[config.mk]
export PLATFORM = sky130hd
export DESIGN_NAME = shp_header_parser
export DESIGN_NICKNAME = d
export VERILOG_FILES = /design/src/hdl/shp_pkg.sv /design/src/hdl/shp_tree_lookup.sv /design/src/hdl/shp_header_parser.sv
export VERILOG_INCLUDE_DIRS = /design/src /design/src/hdl
export SDC_FILE = /design/constraint.sdc
export NUM_CORES = 1
export LEC_CHECK = 0
export ABC_AREA = 1
export BUFFER_PORTS_ARGS = -buffer_cell sky130_fd_sc_hd__buf_2
export CORE_AREA = 4 4 163 165
export DETAILED_ROUTE_END_ITERATION = 6
export DIE_AREA = 0 0 167 169
export MAX_ROUTING_LAYER = met4
export PLACE_DENSITY = 0.66
export SLEW_MARGIN = 10
export SYNTH_ARGS = -nofsm -noshare
export SYNTH_HDL_FRONTEND = slang
export SYNTH_SLANG_ARGS = --single-unit
[constraint.sdc]
create_clock -name core_clk -period 4.4 [get_ports core_clk]
set_clock_uncertainty 0.15 [all_clocks]
set_input_delay 0.66 -clock core_clk [delete_from_list [all_inputs] [get_ports core_clk]]
set_output_delay 0.66 -clock core_clk [all_outputs]
set_load 0.005 [all_outputs]
[src/hdl/shp_cfg.svh]
// shp_cfg.svh: parser constants.
// assumes: included by bare name.
`ifndef SHP_CFG_SVH
`define SHP_CFG_SVH

// timing
`define SHP_CLK_HZ 50000000
`define SHP_INT_BAUD 460800
`define SHP_BAUD_9600 9600
`define SHP_BAUD_19200 19200
`define SHP_BAUD_38400 38400
`define SHP_BAUD_57600 57600
`define SHP_BAUD_115200 115200

// register offsets
`define SHP_REG_CTRL 4'h0
`define SHP_REG_STAT 4'h4
`define SHP_REG_LAST 4'h8

// control fields and reset values
`define SHP_CTRL_ADDR 4:0
`define SHP_CTRL_RATE 7:5
`define SHP_ADDR_RST 5'h01
`define SHP_RATE_RST 3'h4
`define SHP_RATE_9600 3'h0
`define SHP_RATE_19200 3'h1
`define SHP_RATE_38400 3'h2
`define SHP_RATE_57600 3'h3

// status fields
`define SHP_ST_CMDERR 0
`define SHP_ST_QINT 1
`define SHP_ST_ARMED 2
`define SHP_ST_TXFULL 3
`define SHP_ST_LEVEL 8:4

// characters
`define SHP_CH_NL 8'h0A
`define SHP_CH_COLON 8'h3A
`define SHP_CH_SEMI 8'h3B
`define SHP_CH_SPACE 8'h20
`define SHP_CH_QMARK 8'h3F
`define SHP_CH_STAR 8'h2A
`define SHP_CH_LA 8'h61
`define SHP_CH_LZ 8'h7A
`define SHP_CASE_OFS 8'h20
`define SHP_KEY_BLANK 32'h20202020
`define SHP_KEY_MAX 3'h4
`define SHP_KCNT_SAT 3'h7

// tree nodes
`define SHP_N_ROOT 5'h00
`define SHP_N_SOUR 5'h01
`define SHP_N_VOLT 5'h02
`define SHP_N_VLEV 5'h03
`define SHP_N_VRNG 5'h04
`define SHP_N_FREQ 5'h05
`define SHP_N_CURR 5'h06
`define SHP_N_CLEV 5'h07
`define SHP_N_CPRO 5'h08
`define SHP_N_CPST 5'h09
`define SHP_N_OUTP 5'h0A
`define SHP_N_OSTA 5'h0B
`define SHP_N_FUNC 5'h0C
`define SHP_N_PHAS 5'h0D
`define SHP_N_PULS 5'h0E
`define SHP_N_LIST 5'h0F
`define SHP_N_COUNT 16
`define SHP_N_NONE 5'h1F

// short-form keys, upper case, blank padded
`define SHP_K_SOUR 32'h534F5552
`define SHP_K_VOLT 32'h564F4C54
`define SHP_K_LEV 32'h4C455620
`define SHP_K_RANG 32'h52414E47
`define SHP_K_FREQ 32'h46524551
`define SHP_K_CURR 32'h43555252
`define SHP_K_PROT 32'h50524F54
`define SHP_K_STAT 32'h53544154
`define SHP_K_OUTP 32'h4F555450
`define SHP_K_FUNC 32'h46554E43
`define SHP_K_PHAS 32'h50484153
`define SHP_K_PUL 32'h50554C20
`define SHP_K_LIST 32'h4C495354

`endif

[src/hdl/shp_pkg.sv]
// shp_pkg: parser types.
// assumes: compiled before the parser modules.
package shp_pkg;

	typedef enum logic [1:0] {SHP_PORT_BUS, SHP_PORT_USB, SHP_PORT_LAN, SHP_PORT_SER} shp_port_t;

	typedef enum {SHP_UNIT, SHP_HDR, SHP_PARAM, SHP_SKIP, SHP_COMMON} shp_state_t;

	typedef struct packed {
		shp_port_t port;
		logic end_ind;
		logic [7:0] data;
	} shp_rx_t;

	typedef struct packed {
		logic [4:0] node;
		logic query;
	} shp_cmd_t;

	typedef struct packed {
		logic last;
		logic [7:0] data;
	} shp_resp_t;

	typedef struct packed {
		logic [31:0] key;
		logic short3;
		logic [4:0] parent;
		logic leaf;
		logic [4:0] dflt;
	} shp_node_t;

endpackage

[src/hdl/shp_tree_lookup.sv]
// shp_tree_lookup: command tree search for one key.
// assumes: key upper case, blank padded.
`timescale 1ns/100ps
`include "shp_cfg.svh"
module shp_tree_lookup (
	input wire logic [4:0] level,
	input wire logic [31:0] key,
	output logic found,
	output shp_pkg::shp_node_t hit,
	output logic [4:0] hit_idx
);

	// node table: key, 3-letter short form, parent, leaf, default child
	function automatic shp_pkg::shp_node_t node_rec(input logic [4:0] idx);
		shp_pkg::shp_node_t r;
		case (idx)
			`SHP_N_SOUR: r = '{`SHP_K_SOUR, 1'b0, `SHP_N_ROOT, 1'b0, `SHP_N_NONE};
			`SHP_N_VOLT: r = '{`SHP_K_VOLT, 1'b0, `SHP_N_SOUR, 1'b0, `SHP_N_VLEV};
			`SHP_N_VLEV: r = '{`SHP_K_LEV, 1'b1, `SHP_N_VOLT, 1'b1, `SHP_N_NONE};
			`SHP_N_VRNG: r = '{`SHP_K_RANG, 1'b0, `SHP_N_VOLT, 1'b1, `SHP_N_NONE};
			`SHP_N_FREQ: r = '{`SHP_K_FREQ, 1'b0, `SHP_N_SOUR, 1'b1, `SHP_N_NONE};
			`SHP_N_CURR: r = '{`SHP_K_CURR, 1'b0, `SHP_N_SOUR, 1'b0, `SHP_N_CLEV};
			`SHP_N_CLEV: r = '{`SHP_K_LEV, 1'b1, `SHP_N_CURR, 1'b1, `SHP_N_NONE};
			`SHP_N_CPRO: r = '{`SHP_K_PROT, 1'b0, `SHP_N_CURR, 1'b0, `SHP_N_CPST};
			`SHP_N_CPST: r = '{`SHP_K_STAT, 1'b0, `SHP_N_CPRO, 1'b1, `SHP_N_NONE};
			`SHP_N_OUTP: r = '{`SHP_K_OUTP, 1'b0, `SHP_N_ROOT, 1'b0, `SHP_N_OSTA};
			`SHP_N_OSTA: r = '{`SHP_K_STAT, 1'b0, `SHP_N_OUTP, 1'b1, `SHP_N_NONE};
			`SHP_N_FUNC: r = '{`SHP_K_FUNC, 1'b0, `SHP_N_SOUR, 1'b1, `SHP_N_NONE};
			`SHP_N_PHAS: r = '{`SHP_K_PHAS, 1'b0, `SHP_N_SOUR, 1'b1, `SHP_N_NONE};
			`SHP_N_PULS: r = '{`SHP_K_PUL, 1'b1, `SHP_N_SOUR, 1'b1, `SHP_N_NONE};
			`SHP_N_LIST: r = '{`SHP_K_LIST, 1'b0, `SHP_N_SOUR, 1'b1, `SHP_N_NONE};
			default: r = '{`SHP_KEY_BLANK, 1'b0, `SHP_N_NONE, 1'b0, `SHP_N_NONE};
		endcase
		return r;
	endfunction

	// first matching child of the active level; at the root the optional
	// source level is searched too, nothing else (no tree walking)
	always_comb
	begin
		shp_pkg::shp_node_t r;
		logic key_ok;
		logic lvl_ok;
		r = '0;
		key_ok = 1'b0;
		lvl_ok = 1'b0;
		found = 1'b0;
		hit = '0;
		hit_idx = `SHP_N_NONE;
		for (int i = 1; i < `SHP_N_COUNT; i++)
		begin
			r = node_rec(5'(i));
			key_ok = r.short3 ? (key[31:8] == r.key[31:8]) : (key == r.key);
			lvl_ok = (r.parent == level) ||
				((level == `SHP_N_ROOT) && (r.parent == `SHP_N_SOUR));
			if (key_ok && lvl_ok && !found)
			begin
				found = 1'b1;
				hit = r;
				hit_idx = 5'(i);
			end
		end
	end

endmodule

[src/hdl/shp_header_parser.sv]
// shp_header_parser: program message parser with active header path,
// response gate, bus address, baud ticks and register port.
// assumes: inputs synchronous to core_clk; one byte per valid cycle.
`timescale 1ns/100ps
`include "shp_cfg.svh"
// Behaviour
// path at root after reset and device clear
// message terminator returns path to root
// leading colon resets path to root
// non-leaf header moves path down one level
// headers must be colon separated by controller
// after leaf, path stays at leaf's level
// omitted optional headers are inferred as present
// omitted trailing leaf sets path one level higher
// source subsystems accepted as root-level headers
// common commands leave active path unchanged
// no enhanced tree walking
// program messages accepted at any time
// responses sent only after a query
// one bus address, set by panel or command
// controller uses new address after change
// usb and lan use fixed internal rate
// serial port has selectable baud rates
// attention, trigger, service request only on bus
// header match ignores letter case
// newline or end indication terminates message
// new command over unread response: error, discard
// unresolved header: error, skip rest of unit
module shp_header_parser #(
	parameter int CLK_HZ = `SHP_CLK_HZ,
	parameter int INT_BAUD = `SHP_INT_BAUD
) (
	input wire logic core_clk,
	input wire logic rst_n,
	input wire logic dev_clear,
	input wire logic rx_valid,
	input wire shp_pkg::shp_rx_t rx,
	output logic rx_ready,
	output logic cmd_valid,
	output shp_pkg::shp_cmd_t cmd,
	output logic common_valid,
	output logic cmd_error,
	input wire logic resp_in_valid,
	input wire shp_pkg::shp_resp_t resp_in,
	output logic resp_in_ready,
	output logic tx_valid,
	output shp_pkg::shp_resp_t tx,
	input wire logic tx_ready,
	input wire logic bus_addr_valid,
	input wire logic [4:0] bus_addr_in,
	output logic addr_hit,
	input wire logic fp_addr_we,
	input wire logic [4:0] fp_addr,
	output logic [4:0] bus_addr,
	input wire logic get_in,
	input wire logic srq_req,
	output logic trig_pulse,
	output logic srq_out,
	output logic int_baud_tick,
	output logic ser_baud_tick,
	input wire logic [3:0] reg_addr,
	input wire logic [31:0] reg_wdata,
	input wire logic reg_wr,
	input wire logic reg_rd,
	output logic [31:0] reg_rdata
);

	localparam logic [12:0] INT_DIV = 13'(CLK_HZ / INT_BAUD);
	localparam logic [12:0] DIV_9600 = 13'(CLK_HZ / `SHP_BAUD_9600);
	localparam logic [12:0] DIV_19200 = 13'(CLK_HZ / `SHP_BAUD_19200);
	localparam logic [12:0] DIV_38400 = 13'(CLK_HZ / `SHP_BAUD_38400);
	localparam logic [12:0] DIV_57600 = 13'(CLK_HZ / `SHP_BAUD_57600);
	localparam logic [12:0] DIV_115200 = 13'(CLK_HZ / `SHP_BAUD_115200);

	shp_pkg::shp_state_t state;
	shp_pkg::shp_state_t next_state;
	logic [4:0] level;
	logic [4:0] next_level;
	logic [31:0] key;
	logic [2:0] kcnt;
	logic msg_idle;
	logic armed;
	logic tx_full;
	logic err_cmd;
	logic err_qint;
	logic [4:0] addr_reg;
	logic [2:0] rate_sel;
	shp_pkg::shp_port_t act_port;
	logic [12:0] int_cnt;
	logic [12:0] ser_cnt;
	logic [12:0] ser_div;

	// character classes; lower case folded so any case mix matches
	wire logic [7:0] ch = rx.data;
	wire logic is_lower = (ch >= `SHP_CH_LA) && (ch <= `SHP_CH_LZ);
	wire logic [7:0] ch_up = is_lower ? ch - `SHP_CASE_OFS : ch;
	wire logic is_nl = ch == `SHP_CH_NL;
	wire logic is_colon = ch == `SHP_CH_COLON;
	wire logic is_semi = ch == `SHP_CH_SEMI;
	wire logic is_space = ch == `SHP_CH_SPACE;
	wire logic is_q = ch == `SHP_CH_QMARK;
	wire logic is_star = ch == `SHP_CH_STAR;
	wire logic plain = !(is_nl | is_colon | is_semi | is_space | is_q | is_star);
	wire logic term = rx_valid && (is_nl || rx.end_ind);
	wire logic in_unit = state == shp_pkg::SHP_UNIT;
	wire logic in_hdr = state == shp_pkg::SHP_HDR;

	// header open, or a plain byte that also ends the message
	wire logic hdr_now = in_hdr || (in_unit && plain);
	wire logic add_char = rx_valid && plain && (in_hdr || in_unit);
	wire logic [5:0] kshift = {kcnt, 3'b000};
	wire logic [31:0] key_mask = 32'hFF000000 >> kshift;
	wire logic [31:0] key_add = (key & ~key_mask) | ({ch_up, 24'h000000} >> kshift);
	wire logic [31:0] key_look = (add_char && kcnt < `SHP_KEY_MAX) ? key_add : key;

	wire logic found;
	shp_pkg::shp_node_t hit;
	wire logic [4:0] hit_idx;

	shp_tree_lookup u_lookup (
		.level(level),
		.key(key_look),
		.found(found),
		.hit(hit),
		.hit_idx(hit_idx)
	);

	// resolution of the open header at a separator
	wire logic resolve = rx_valid && hdr_now && (is_colon || is_semi || is_space || is_q || term);
	wire logic descend = resolve && is_colon;
	wire logic finalize = resolve && !is_colon;
	wire logic no_dflt = !hit.leaf && (hit.dflt == `SHP_N_NONE);
	// glued headers match on their first four letters, or first three for 3-letter short forms, and fall here by the same rules as the header matched
	wire logic bad_hdr = resolve && (!found || (descend && hit.leaf) || (finalize && no_dflt));
	wire logic bad_start = rx_valid && in_unit && is_q && !term;
	wire logic good_cmd = finalize && !bad_hdr;
	wire logic [4:0] cmd_node = hit.leaf ? hit_idx : hit.dflt;

	// a new message over an unread response interrupts it
	wire logic msg_start = rx_valid && msg_idle && in_unit && !is_space && !is_nl;
	wire logic qint = msg_start && (armed || tx_full);

	// response holding stage
	wire logic resp_take = resp_in_valid && !tx_full;
	wire logic tx_load = resp_take && armed;
	wire logic tx_pop = tx_full && tx_ready;

	// register decode
	wire logic wr_ctrl = reg_wr && (reg_addr == `SHP_REG_CTRL);
	wire logic wr_stat = reg_wr && (reg_addr == `SHP_REG_STAT);
	wire logic [31:0] ctrl_word = {24'h000000, rate_sel, addr_reg};
	wire logic [31:0] stat_word = {23'h000000, level, tx_full, armed, err_qint, err_cmd};
	wire logic [31:0] last_word = {26'h0000000, cmd};
	wire logic [31:0] rd_mux = (reg_addr == `SHP_REG_CTRL) ? ctrl_word :
		(reg_addr == `SHP_REG_STAT) ? stat_word :
		(reg_addr == `SHP_REG_LAST) ? last_word : 32'h00000000;

	assign rx_ready = 1'b1;
	assign resp_in_ready = !tx_full;
	assign tx_valid = tx_full;
	assign bus_addr = addr_reg;

	// next path level and parser state
	always_comb
	begin
		next_level = level;
		next_state = state;
		if (term)
		begin
			next_level = `SHP_N_ROOT;
			next_state = shp_pkg::SHP_UNIT;
		end
		else if (rx_valid)
		begin
			unique case (state)
				shp_pkg::SHP_UNIT:
				begin
					if (is_colon)
					begin
						next_level = `SHP_N_ROOT;
						next_state = shp_pkg::SHP_HDR;
					end
					else if (is_star)
						next_state = shp_pkg::SHP_COMMON;
					else if (is_q)
						next_state = shp_pkg::SHP_SKIP;
					else if (plain)
						next_state = shp_pkg::SHP_HDR;
				end
				shp_pkg::SHP_HDR:
				begin
					if (bad_hdr)
						next_state = shp_pkg::SHP_SKIP;
					else if (descend)
						next_level = hit_idx;
					else if (finalize)
					begin
						// leaf stays among siblings; omitted leaf goes one level up
						next_level = hit.parent;
						next_state = is_semi ? shp_pkg::SHP_UNIT : shp_pkg::SHP_PARAM;
					end
				end
				shp_pkg::SHP_PARAM, shp_pkg::SHP_SKIP, shp_pkg::SHP_COMMON:
				begin
					if (is_semi)
						next_state = shp_pkg::SHP_UNIT;
				end
			endcase
		end
	end

	// parser registers; device clear wins over the byte stream
	always_ff @(posedge core_clk)
	begin
		if (!rst_n || dev_clear)
		begin
			state <= shp_pkg::SHP_UNIT;
			level <= `SHP_N_ROOT;
			key <= `SHP_KEY_BLANK;
			kcnt <= 3'h0;
			msg_idle <= 1'b1;
		end
		else
		begin
			state <= next_state;
			level <= next_level;
			if (resolve || next_state != shp_pkg::SHP_HDR)
			begin
				key <= `SHP_KEY_BLANK;
				kcnt <= 3'h0;
			end
			else if (add_char)
			begin
				key <= key_look;
				kcnt <= (kcnt == `SHP_KCNT_SAT) ? kcnt : kcnt + 3'h1;
			end
			if (term)
				msg_idle <= 1'b1;
			else if (msg_start)
				msg_idle <= 1'b0;
		end
	end

	// command strobes, one cycle after the separator byte, or after the star for common_valid
	always_ff @(posedge core_clk)
	begin
		if (!rst_n)
		begin
			cmd_valid <= 1'b0;
			cmd <= '0;
			common_valid <= 1'b0;
			cmd_error <= 1'b0;
		end
		else
		begin
			cmd_valid <= good_cmd && !dev_clear;
			if (good_cmd)
				cmd <= '{cmd_node, is_q};
			common_valid <= rx_valid && in_unit && is_star && !dev_clear;
			cmd_error <= (bad_hdr || bad_start) && !dev_clear;
		end
	end

	// response gate: armed by a query, discarded when interrupted or cleared
	always_ff @(posedge core_clk)
	begin
		if (!rst_n || dev_clear)
		begin
			armed <= 1'b0;
			tx_full <= 1'b0;
			tx <= '0;
		end
		else
		begin
			if (good_cmd && is_q)
				armed <= 1'b1;
			else if (qint || (tx_pop && tx.last))
				armed <= 1'b0;
			if (qint)
				tx_full <= 1'b0;
			else if (tx_load)
				tx_full <= 1'b1;
			else if (tx_pop)
				tx_full <= 1'b0;
			if (tx_load)
				tx <= resp_in;
		end
	end

	// sticky errors, write one clears, a new event wins
	always_ff @(posedge core_clk)
	begin
		if (!rst_n)
		begin
			err_cmd <= 1'b0;
			err_qint <= 1'b0;
		end
		else
		begin
			err_cmd <= (bad_hdr || bad_start) || (err_cmd && !(wr_stat && reg_wdata[`SHP_ST_CMDERR]));
			err_qint <= qint || (err_qint && !(wr_stat && reg_wdata[`SHP_ST_QINT]));
		end
	end

	// control register; a bus write beats the panel
	always_ff @(posedge core_clk)
	begin
		if (!rst_n)
		begin
			addr_reg <= `SHP_ADDR_RST;
			rate_sel <= `SHP_RATE_RST;
			reg_rdata <= 32'h00000000;
			addr_hit <= 1'b0;
		end
		else
		begin
			if (wr_ctrl)
			begin
				addr_reg <= reg_wdata[`SHP_CTRL_ADDR];
				rate_sel <= reg_wdata[`SHP_CTRL_RATE];
			end
			else if (fp_addr_we)
				addr_reg <= fp_addr;
			reg_rdata <= reg_rd ? rd_mux : 32'h00000000;
			addr_hit <= bus_addr_valid && (bus_addr_in == addr_reg);
		end
	end

	// bus-only events follow the last byte's port
	always_ff @(posedge core_clk)
	begin
		if (!rst_n)
		begin
			act_port <= shp_pkg::SHP_PORT_BUS;
			trig_pulse <= 1'b0;
			srq_out <= 1'b0;
		end
		else
		begin
			if (rx_valid)
				act_port <= rx.port;
			trig_pulse <= get_in && (act_port == shp_pkg::SHP_PORT_BUS);
			srq_out <= srq_req && (act_port == shp_pkg::SHP_PORT_BUS);
		end
	end

	// serial divisor; unused codes fall back to the fastest rate
	assign ser_div = (rate_sel == `SHP_RATE_9600) ? DIV_9600 :
		(rate_sel == `SHP_RATE_19200) ? DIV_19200 :
		(rate_sel == `SHP_RATE_38400) ? DIV_38400 :
		(rate_sel == `SHP_RATE_57600) ? DIV_57600 : DIV_115200;

	// baud ticks: fixed internal rate, and serial rate selected by rate_sel
	always_ff @(posedge core_clk)
	begin
		if (!rst_n)
		begin
			int_cnt <= 13'h0000;
			ser_cnt <= 13'h0000;
			int_baud_tick <= 1'b0;
			ser_baud_tick <= 1'b0;
		end
		else
		begin
			int_baud_tick <= int_cnt == INT_DIV - 13'h0001;
			int_cnt <= (int_cnt >= INT_DIV - 13'h0001) ? 13'h0000 : int_cnt + 13'h0001;
			ser_baud_tick <= ser_cnt == ser_div - 13'h0001;
			ser_cnt <= (ser_cnt >= ser_div - 13'h0001) ? 13'h0000 : ser_cnt + 13'h0001;
		end
	end

endmodule

# Word level (Yosys, flattened, before mapping)
# Index checks and enable logic that the tools add are counted.
[totals]
reg_bits = 168
in_bits = 78
[op_classes]
add_sub_neg = 5
n_lt_le_gt_ge = 5
eq_ne = 43
n_shift = 2
n_mux = 78
bitwise_logic = 11
n_reduce_logical = 135
[op_table]
columns = ["operator", "count"]
rows = [
  ["$eq 32x31->1 const B", 11],
  ["$mux 32", 11],
  ["$mux 11", 15],
  ["$mux 5", 23],
  ["$eq 32x2->1 const B", 3],
  ["$pmux 32 s3", 1],
  ["$logic_and 1x1->1", 70],
  ["$logic_not 32->1", 2],
  ["$eq 24x23->1 const B", 2],
  ["$eq 8x6->1 const B", 5],
  ["$and 32x32->32", 1],
  ["$eq 32x1->1 const B", 1],
  ["$eq 32x3->1 const B", 1],
  ["$ne 32x2->1 const B", 1],
  ["$not 32->32", 1],
  ["$or 32x32->32", 1],
  ["$shr 32x6->32", 1],
  ["$shr 32x6->32 const A", 1],
  ["$logic_not 1->1", 27],
  ["$add 13x1->13 const B", 2],
  ["$mux 1", 19],
  ["$logic_or 1x1->1", 17],
  ["$mux 8", 2],
  ["$eq 13x13->1", 1],
  ["other kinds (42)", 60],
]

# Longest topological paths before layout
[depth]
depth_word = 68
ltp_mapped = 35
depth_no_buf = 34

# Modules after synthesis
# A second synthesis with hierarchy kept.
[hier_totals]
hier_cells = 1313
hier_area_um2 = 9011.1
[by_module_without_submodules]
columns = ["module", "instances", "cells_per_inst", "area_each_um2", "seq_area_each_um2"]
rows = [
  ["shp_header_parser", 1, 1023, 7380.8, 2902.8],
  ["shp_tree_lookup", 1, 290, 1630.3, 0.0],
]

# Worst setup path before layout
# Ideal clock, no wire load.
[synth_timing]
path_type = "in2reg"
start = "in rx[6] (netlist name)"
end = "reg cmd[1] (netlist name)"
setup_ps = 117
t_arrival_ps = 3734
required_time_ps = 4133
slack_ps = 399
path_stages = 27
path_cell_list = "inv_1 > ha_1 > inv_1 > nor2_1 > nand4_2 > nand3_4 > nor2_4 > nand2_2 > nor2_4 > buf_6 > nand2_2 > nand2_2 > nand2_1 > inv_2 > nand3_1 > nor2_2 > inv_1 > nor2_2 > nand2_1 > nor4_1 > nor2_1 > inv_1 > nor2_1 > nand4_1 > mux2_2 > nor2_1 > nor2_1"
[synth_between]
elab_chain_cells = 63
elab_cells_between_ends = 148
[synth_rtl]
columns = ["item", "line", "text"]
rows = [
  ["start, declared", "shp_header_parser.sv:37", "input wire shp_pkg::shp_rx_t rx,"],
  ["branches (longest 63 deep; another with $ge 8x7->1)", "n/a", ""],
  ["end signal, assigned", "shp_header_parser.sv:258", "cmd <= '{cmd_node, is_q};"],
  ["end, declared", "shp_header_parser.sv:40", "output shp_pkg::shp_cmd_t cmd,"],
]
# Parallel ways; which one is timed is not known.
# A chain may end at the register's enable or synchronous reset.

# Worst setup path in the final report
[layout_timing]
start = "reg state[4]"
end = "reg key[3]"
[layout_between]
elab_chain_cells = 62
elab_cells_between_ends = 127
[layout_rtl]
columns = ["item", "line", "text"]
rows = [
  ["start, declared", "shp_header_parser.sv:75", "shp_pkg::shp_state_t state;"],
  ["start signal, assigned", "shp_header_parser.sv:217", "state <= shp_pkg::SHP_UNIT;"],
  ["start signal, assigned", "shp_header_parser.sv:225", "state <= next_state;"],
  ["$eq 32x2->1 or $logic_not 32->1 (tied branches)", "shp_header_parser.sv:106, shp_header_parser.sv:105", ""],
  ["$logic_or 1x1->1", "shp_header_parser.sv:110", "wire logic add_char = rx_valid && plain && (in_hdr || in_unit);"],
  ["$logic_and 1x1->1", "shp_header_parser.sv:110", ""],
  ["$logic_and 1x1->1 (no source line)", "n/a", ""],
  ["$mux 32", "shp_header_parser.sv:114", "wire logic [31:0] key_look = (add_char && kcnt < `SHP_KEY_MAX) ? key_add : key;"],
  ["$eq 32x31->1", "shp_tree_lookup.sv:53", "key_ok = r.short3 ? (key[31:8] == r.key[31:8]) : (key == r.key);"],
  ["$logic_and 1x1->1", "shp_tree_lookup.sv:56", "if (key_ok && lvl_ok && !found)"],
  ["$mux 1", "shp_tree_lookup.sv:56", ""],
  ["[46 not listed]", "n/a", ""],
  ["$logic_and 1x1->1", "shp_header_parser.sv:134", "wire logic bad_hdr = resolve && (!found || (descend && hit.leaf) || (finalize && no_dflt));"],
  ["$mux 32", "shp_header_parser.sv:192", "if (bad_hdr)"],
  ["$pmux 32 s3", "shp_header_parser.sv:175", "unique case (state)"],
  ["$mux 32", "shp_header_parser.sv:173", "else if (rx_valid)"],
  ["$mux 32", "shp_header_parser.sv:168", "if (term)"],
  ["$ne 32x2->1", "shp_header_parser.sv:227", "if (resolve || next_state != shp_pkg::SHP_HDR)"],
  ["$logic_or 1x1->1", "shp_header_parser.sv:227", ""],
  ["$reduce_or 2->1 (no source line)", "n/a", ""],
  ["end signal, assigned", "shp_header_parser.sv:219", "key <= `SHP_KEY_BLANK;"],
  ["end signal, assigned", "shp_header_parser.sv:229", "key <= `SHP_KEY_BLANK;"],
  ["end signal, assigned", "shp_header_parser.sv:234", "key <= key_look;"],
  ["end, declared", "shp_header_parser.sv:79", "logic [31:0] key;"],
]
# Parallel ways exist; a longest one is shown, timed or not.

==> flow_summary.ini <==
[detailed_routing]
wl_met3_mm = 1.70
firstDrtPassIters = 5
route.final.wire_length_mm = 32.5
post_drt_wl_per_cell_um = 15.0
route.detailed.drc = 0
num_vias = 11200
dr.first_iter.drc_count = 959
via_per_inst = 5.17
maxUsedRoutingLayer = met4
antenna_violating_nets_post_route = 0
wl_met2_mm = 16.0
detail_route.wirelength.met1_mm = 14.2

[die]
initial_utilization_pct = 39.4
die_height_um = 169
top_level_port_count = 141
floorplan.rows = 58
die_w_um = 167
fp.dieArea_mm2 = 0.0282
core_area_mm2 = 0.0250

[timing]
setup_repair_after_global_routing_missed_its_margin = yes
relSlewSlack_pct = 40.7
slew_viol_final = 0
slew_at_the_pin_closest_to_its_max_slew_limit_ns = 0.881
finalHoldViolCount = 0
setup_viol_count_final = 4
finalWorstPathRequiredPeriod_ns = 4.44
finalCritPeriodShare_pct = 101
final_critical_path_setup_slack_ns = -0.0389
clock.fmax_mhz = 225

[pwr]
static-leakage-power_nw = 6.02
worst_supply_voltage_drop_on_vdd_mv = 0.211
fin_total_pwr_mw = 3.29
p_per_area_mw_per_mm2 = 246

[worst_setup_path]
worst_setup_path_end_kind = register
worst_ep_arrival_time_ns = 4.63
most_frequent_cell_on_the_critical_path = sky130_fd_sc_hd__nand2_2
worst-path-max-fanout = 6
worstPathBufferInverterCount = 4
delay_of_the_slowest_critical_path_stage_ns = 0.34
critPathKind = register to register
critPathTopFamily = simple AND/OR/NAND/NOR gates
start_kind = register
timing.critical_path.slowest_stage_cell = sky130_fd_sc_hd__dfxtp_2
worst_ep_required_time_ns = 4.60

[global_route]
grt_first_pass_wirelength_mm = 50.3
grt_overflow_total = 0
first_global_vias = 10200
grt.total_usage_pct = 22.1
antenna_found_initial = 0
grt_max_degree = 39

[yosys]
ys_types = 55
netlist_area_mm2 = 0.00986
flip_flop_and_latch_count_after_synthesis = 145
postSynthCellCount = 1510
syn_avg_cell_area_um2 = 6.53
synth_warnings = 0
synth_area_leader_cell = sky130_fd_sc_hd__dfxtp_1
post_synth_most_frequent_cells = sky130_fd_sc_hd__nand2_1, sky130_fd_sc_hd__nor2_1, sky130_fd_sc_hd__inv_1, sky130_fd_sc_hd__dfxtp_1, sky130_fd_sc_hd__nand3_1
share_of_flip_flops_with_an_asynchronous_set_or_reset_after_synthesis_pct = 0
synth-seq-area-share_pct = 29.4
post-synth-top-area-fraction_pct = 29.4
count_of_flip_flops_with_a_built_in_enable_after_synthesis = 0
ys_top_cells_by_area = sky130_fd_sc_hd__dfxtp_1, sky130_fd_sc_hd__nand2_1, sky130_fd_sc_hd__nor2_1, sky130_fd_sc_hd__inv_1, sky130_fd_sc_hd__nand4_1
synth-main-ff-cell = sky130_fd_sc_hd__dfxtp_1
yosys.cell_count.top_type = sky130_fd_sc_hd__nand2_1

[cells_and_area]
post_route_cells_drive_above_1_share_pct = 30.6
nNetsFinal = 1925
instances_no_fill = 2167
flow.area_growth_from_synthesis_pct = 35.8
antenna_cells = 0

[clocking]
clock_insertion_delay_worst_skew_ns = 0.44
clk_transition_reported_paths_ns = 0.08
cts.htree.levels = 4
clock_sinks = 145
cts_hold_repair.buffers = 0
cts-root-to-sink-buffers = 2
cts_root_buf = sky130_fd_sc_hd__clkbuf_16
cts_tree = built
cts-buffers-inserted = 17

[place]
placed_cells_incl_taps = 2104
dpl.hpwl_mm = 24.2
port-buffer-count = 92
gp_weighted_congestion = 0.952
dpl_worst_slack_ns = -0.379

[outcome]
failed_checks = setup timing
outcome = finished with violations

[flow_run]
drv.max_cap_violation_count = 0

[min_path]
hold_class = primary input to register
## routing by layer
layer	vias to the layer above	GRT usage (%)
li1	5598	-
met1	5208	28.6
met2	347	36.0
met3	45	3.15
met4	0	7.04
met5	-	-
## cells in the final DEF, fill, tap and decap left out, types with 15 or more instances in the layout
master,instances
sky130_fd_sc_hd__inv_1,193
sky130_fd_sc_hd__conb_1,30
sky130_fd_sc_hd__nor3_2,27
sky130_fd_sc_hd__dfxtp_1,134
sky130_fd_sc_hd__nand4_1,79
sky130_fd_sc_hd__nand2_2,35
sky130_fd_sc_hd__nor2_1,214
sky130_fd_sc_hd__nor4_1,17
sky130_fd_sc_hd__nand3_1,87
sky130_fd_sc_hd__nand3_2,15
sky130_fd_sc_hd__nor2_2,29
sky130_fd_sc_hd__buf_2,92
sky130_fd_sc_hd__nor3_1,54
sky130_fd_sc_hd__nand2_1,253
sky130_fd_sc_hd__nor2_4,24
sky130_fd_sc_hd__o21ai_0,57
sky130_fd_sc_hd__clkbuf_16,19
sky130_fd_sc_hd__buf_4,226
sky130_fd_sc_hd__a21oi_1,30
sky130_fd_sc_hd__ha_1,23
sky130_fd_sc_hd__o31ai_1,22
sky130_fd_sc_hd__inv_2,21
## path summary, 6_finish.rpt
check / from / endpoint / slack (ns) / cells past startpoint
worst max-delay path: state[4] / key[3] / -0.04 / 33
worst min-delay path: get_in / trig_pulse / 0.28 / 3
worst max register to register: state[4] / key[3] / -0.04 / 33
worst min register to register: int_cnt[0] / int_cnt[0] / 0.30 / 1
## registers in the layout (all words and copies together) (netlist names), 2 cells and up
name / flops
level: 5
key: 32
tx: 9
rate_sel: 3
kcnt: 3
bus_addr: 5
reg_rdata: 9
cmd: 6
ser_cnt: 13
int_cnt: 13
state: 32
act_port: 2
## cells by family after synthesis
logic type	synth area share, %
muxes	0.444
buffers and inverters	12.5
xor gates and xnor gates	0.799
adders and majority gates	2.92
and+or+nand+nor	43.2
DFF	29.4
other	0.0761
AOI/OAI and AO/OA	10.6
## worst min-delay path: stages
cell and delay, ns:
sky130_fd_sc_hd__buf_2 0.09, sky130_fd_sc_hd__inv_1 0.04, sky130_fd_sc_hd__nor2_1 0.03
## final cells by class
type                       instances  area, µm²
fill                            2427      11600
multi-input combinational       1110       6250
sequential                       145       2920
timing repair buffer             333       2390
inverter                         217        815
clock buffer                      17        425
tap                              330        413
clock inverter                    15        181
## timing repair
item / 4_1_cts / 5_1_grt
gates cloned: 0 / 4
setup endpoints to repair: 24 / 51
buffers inserted: 0 / 29
pin swaps: 0 / 63
gates resized for setup: 1 / 139
## power by group
group / internal, mW / switching, mW / leakage, nW
combinational: 0.177 / 0.281 / 4.55
sequential: 1.33 / 0.0125 / 1.18
clock: 0.774 / 0.717 / 0.290
## metrics by stage
stage | setup TNS [ns] | cell area (µm²) | hold WS [ns] | util [%]
after CTS | 0 | 12600 | 0.260 | 50.4
after floorplan | 0 | 9970 | 0.267 | -
after global placement | -10.04 | 12000 | 0.279 | 48.0
after detailed placement | -13.69 | 12000 | 0.291 | 48.0
final | -0.0649 | 13400 | 0.277 | 53.5
after global routing | -8.01 | 13400 | 0.279 | 53.5
(Power assumes the default switching activity.)
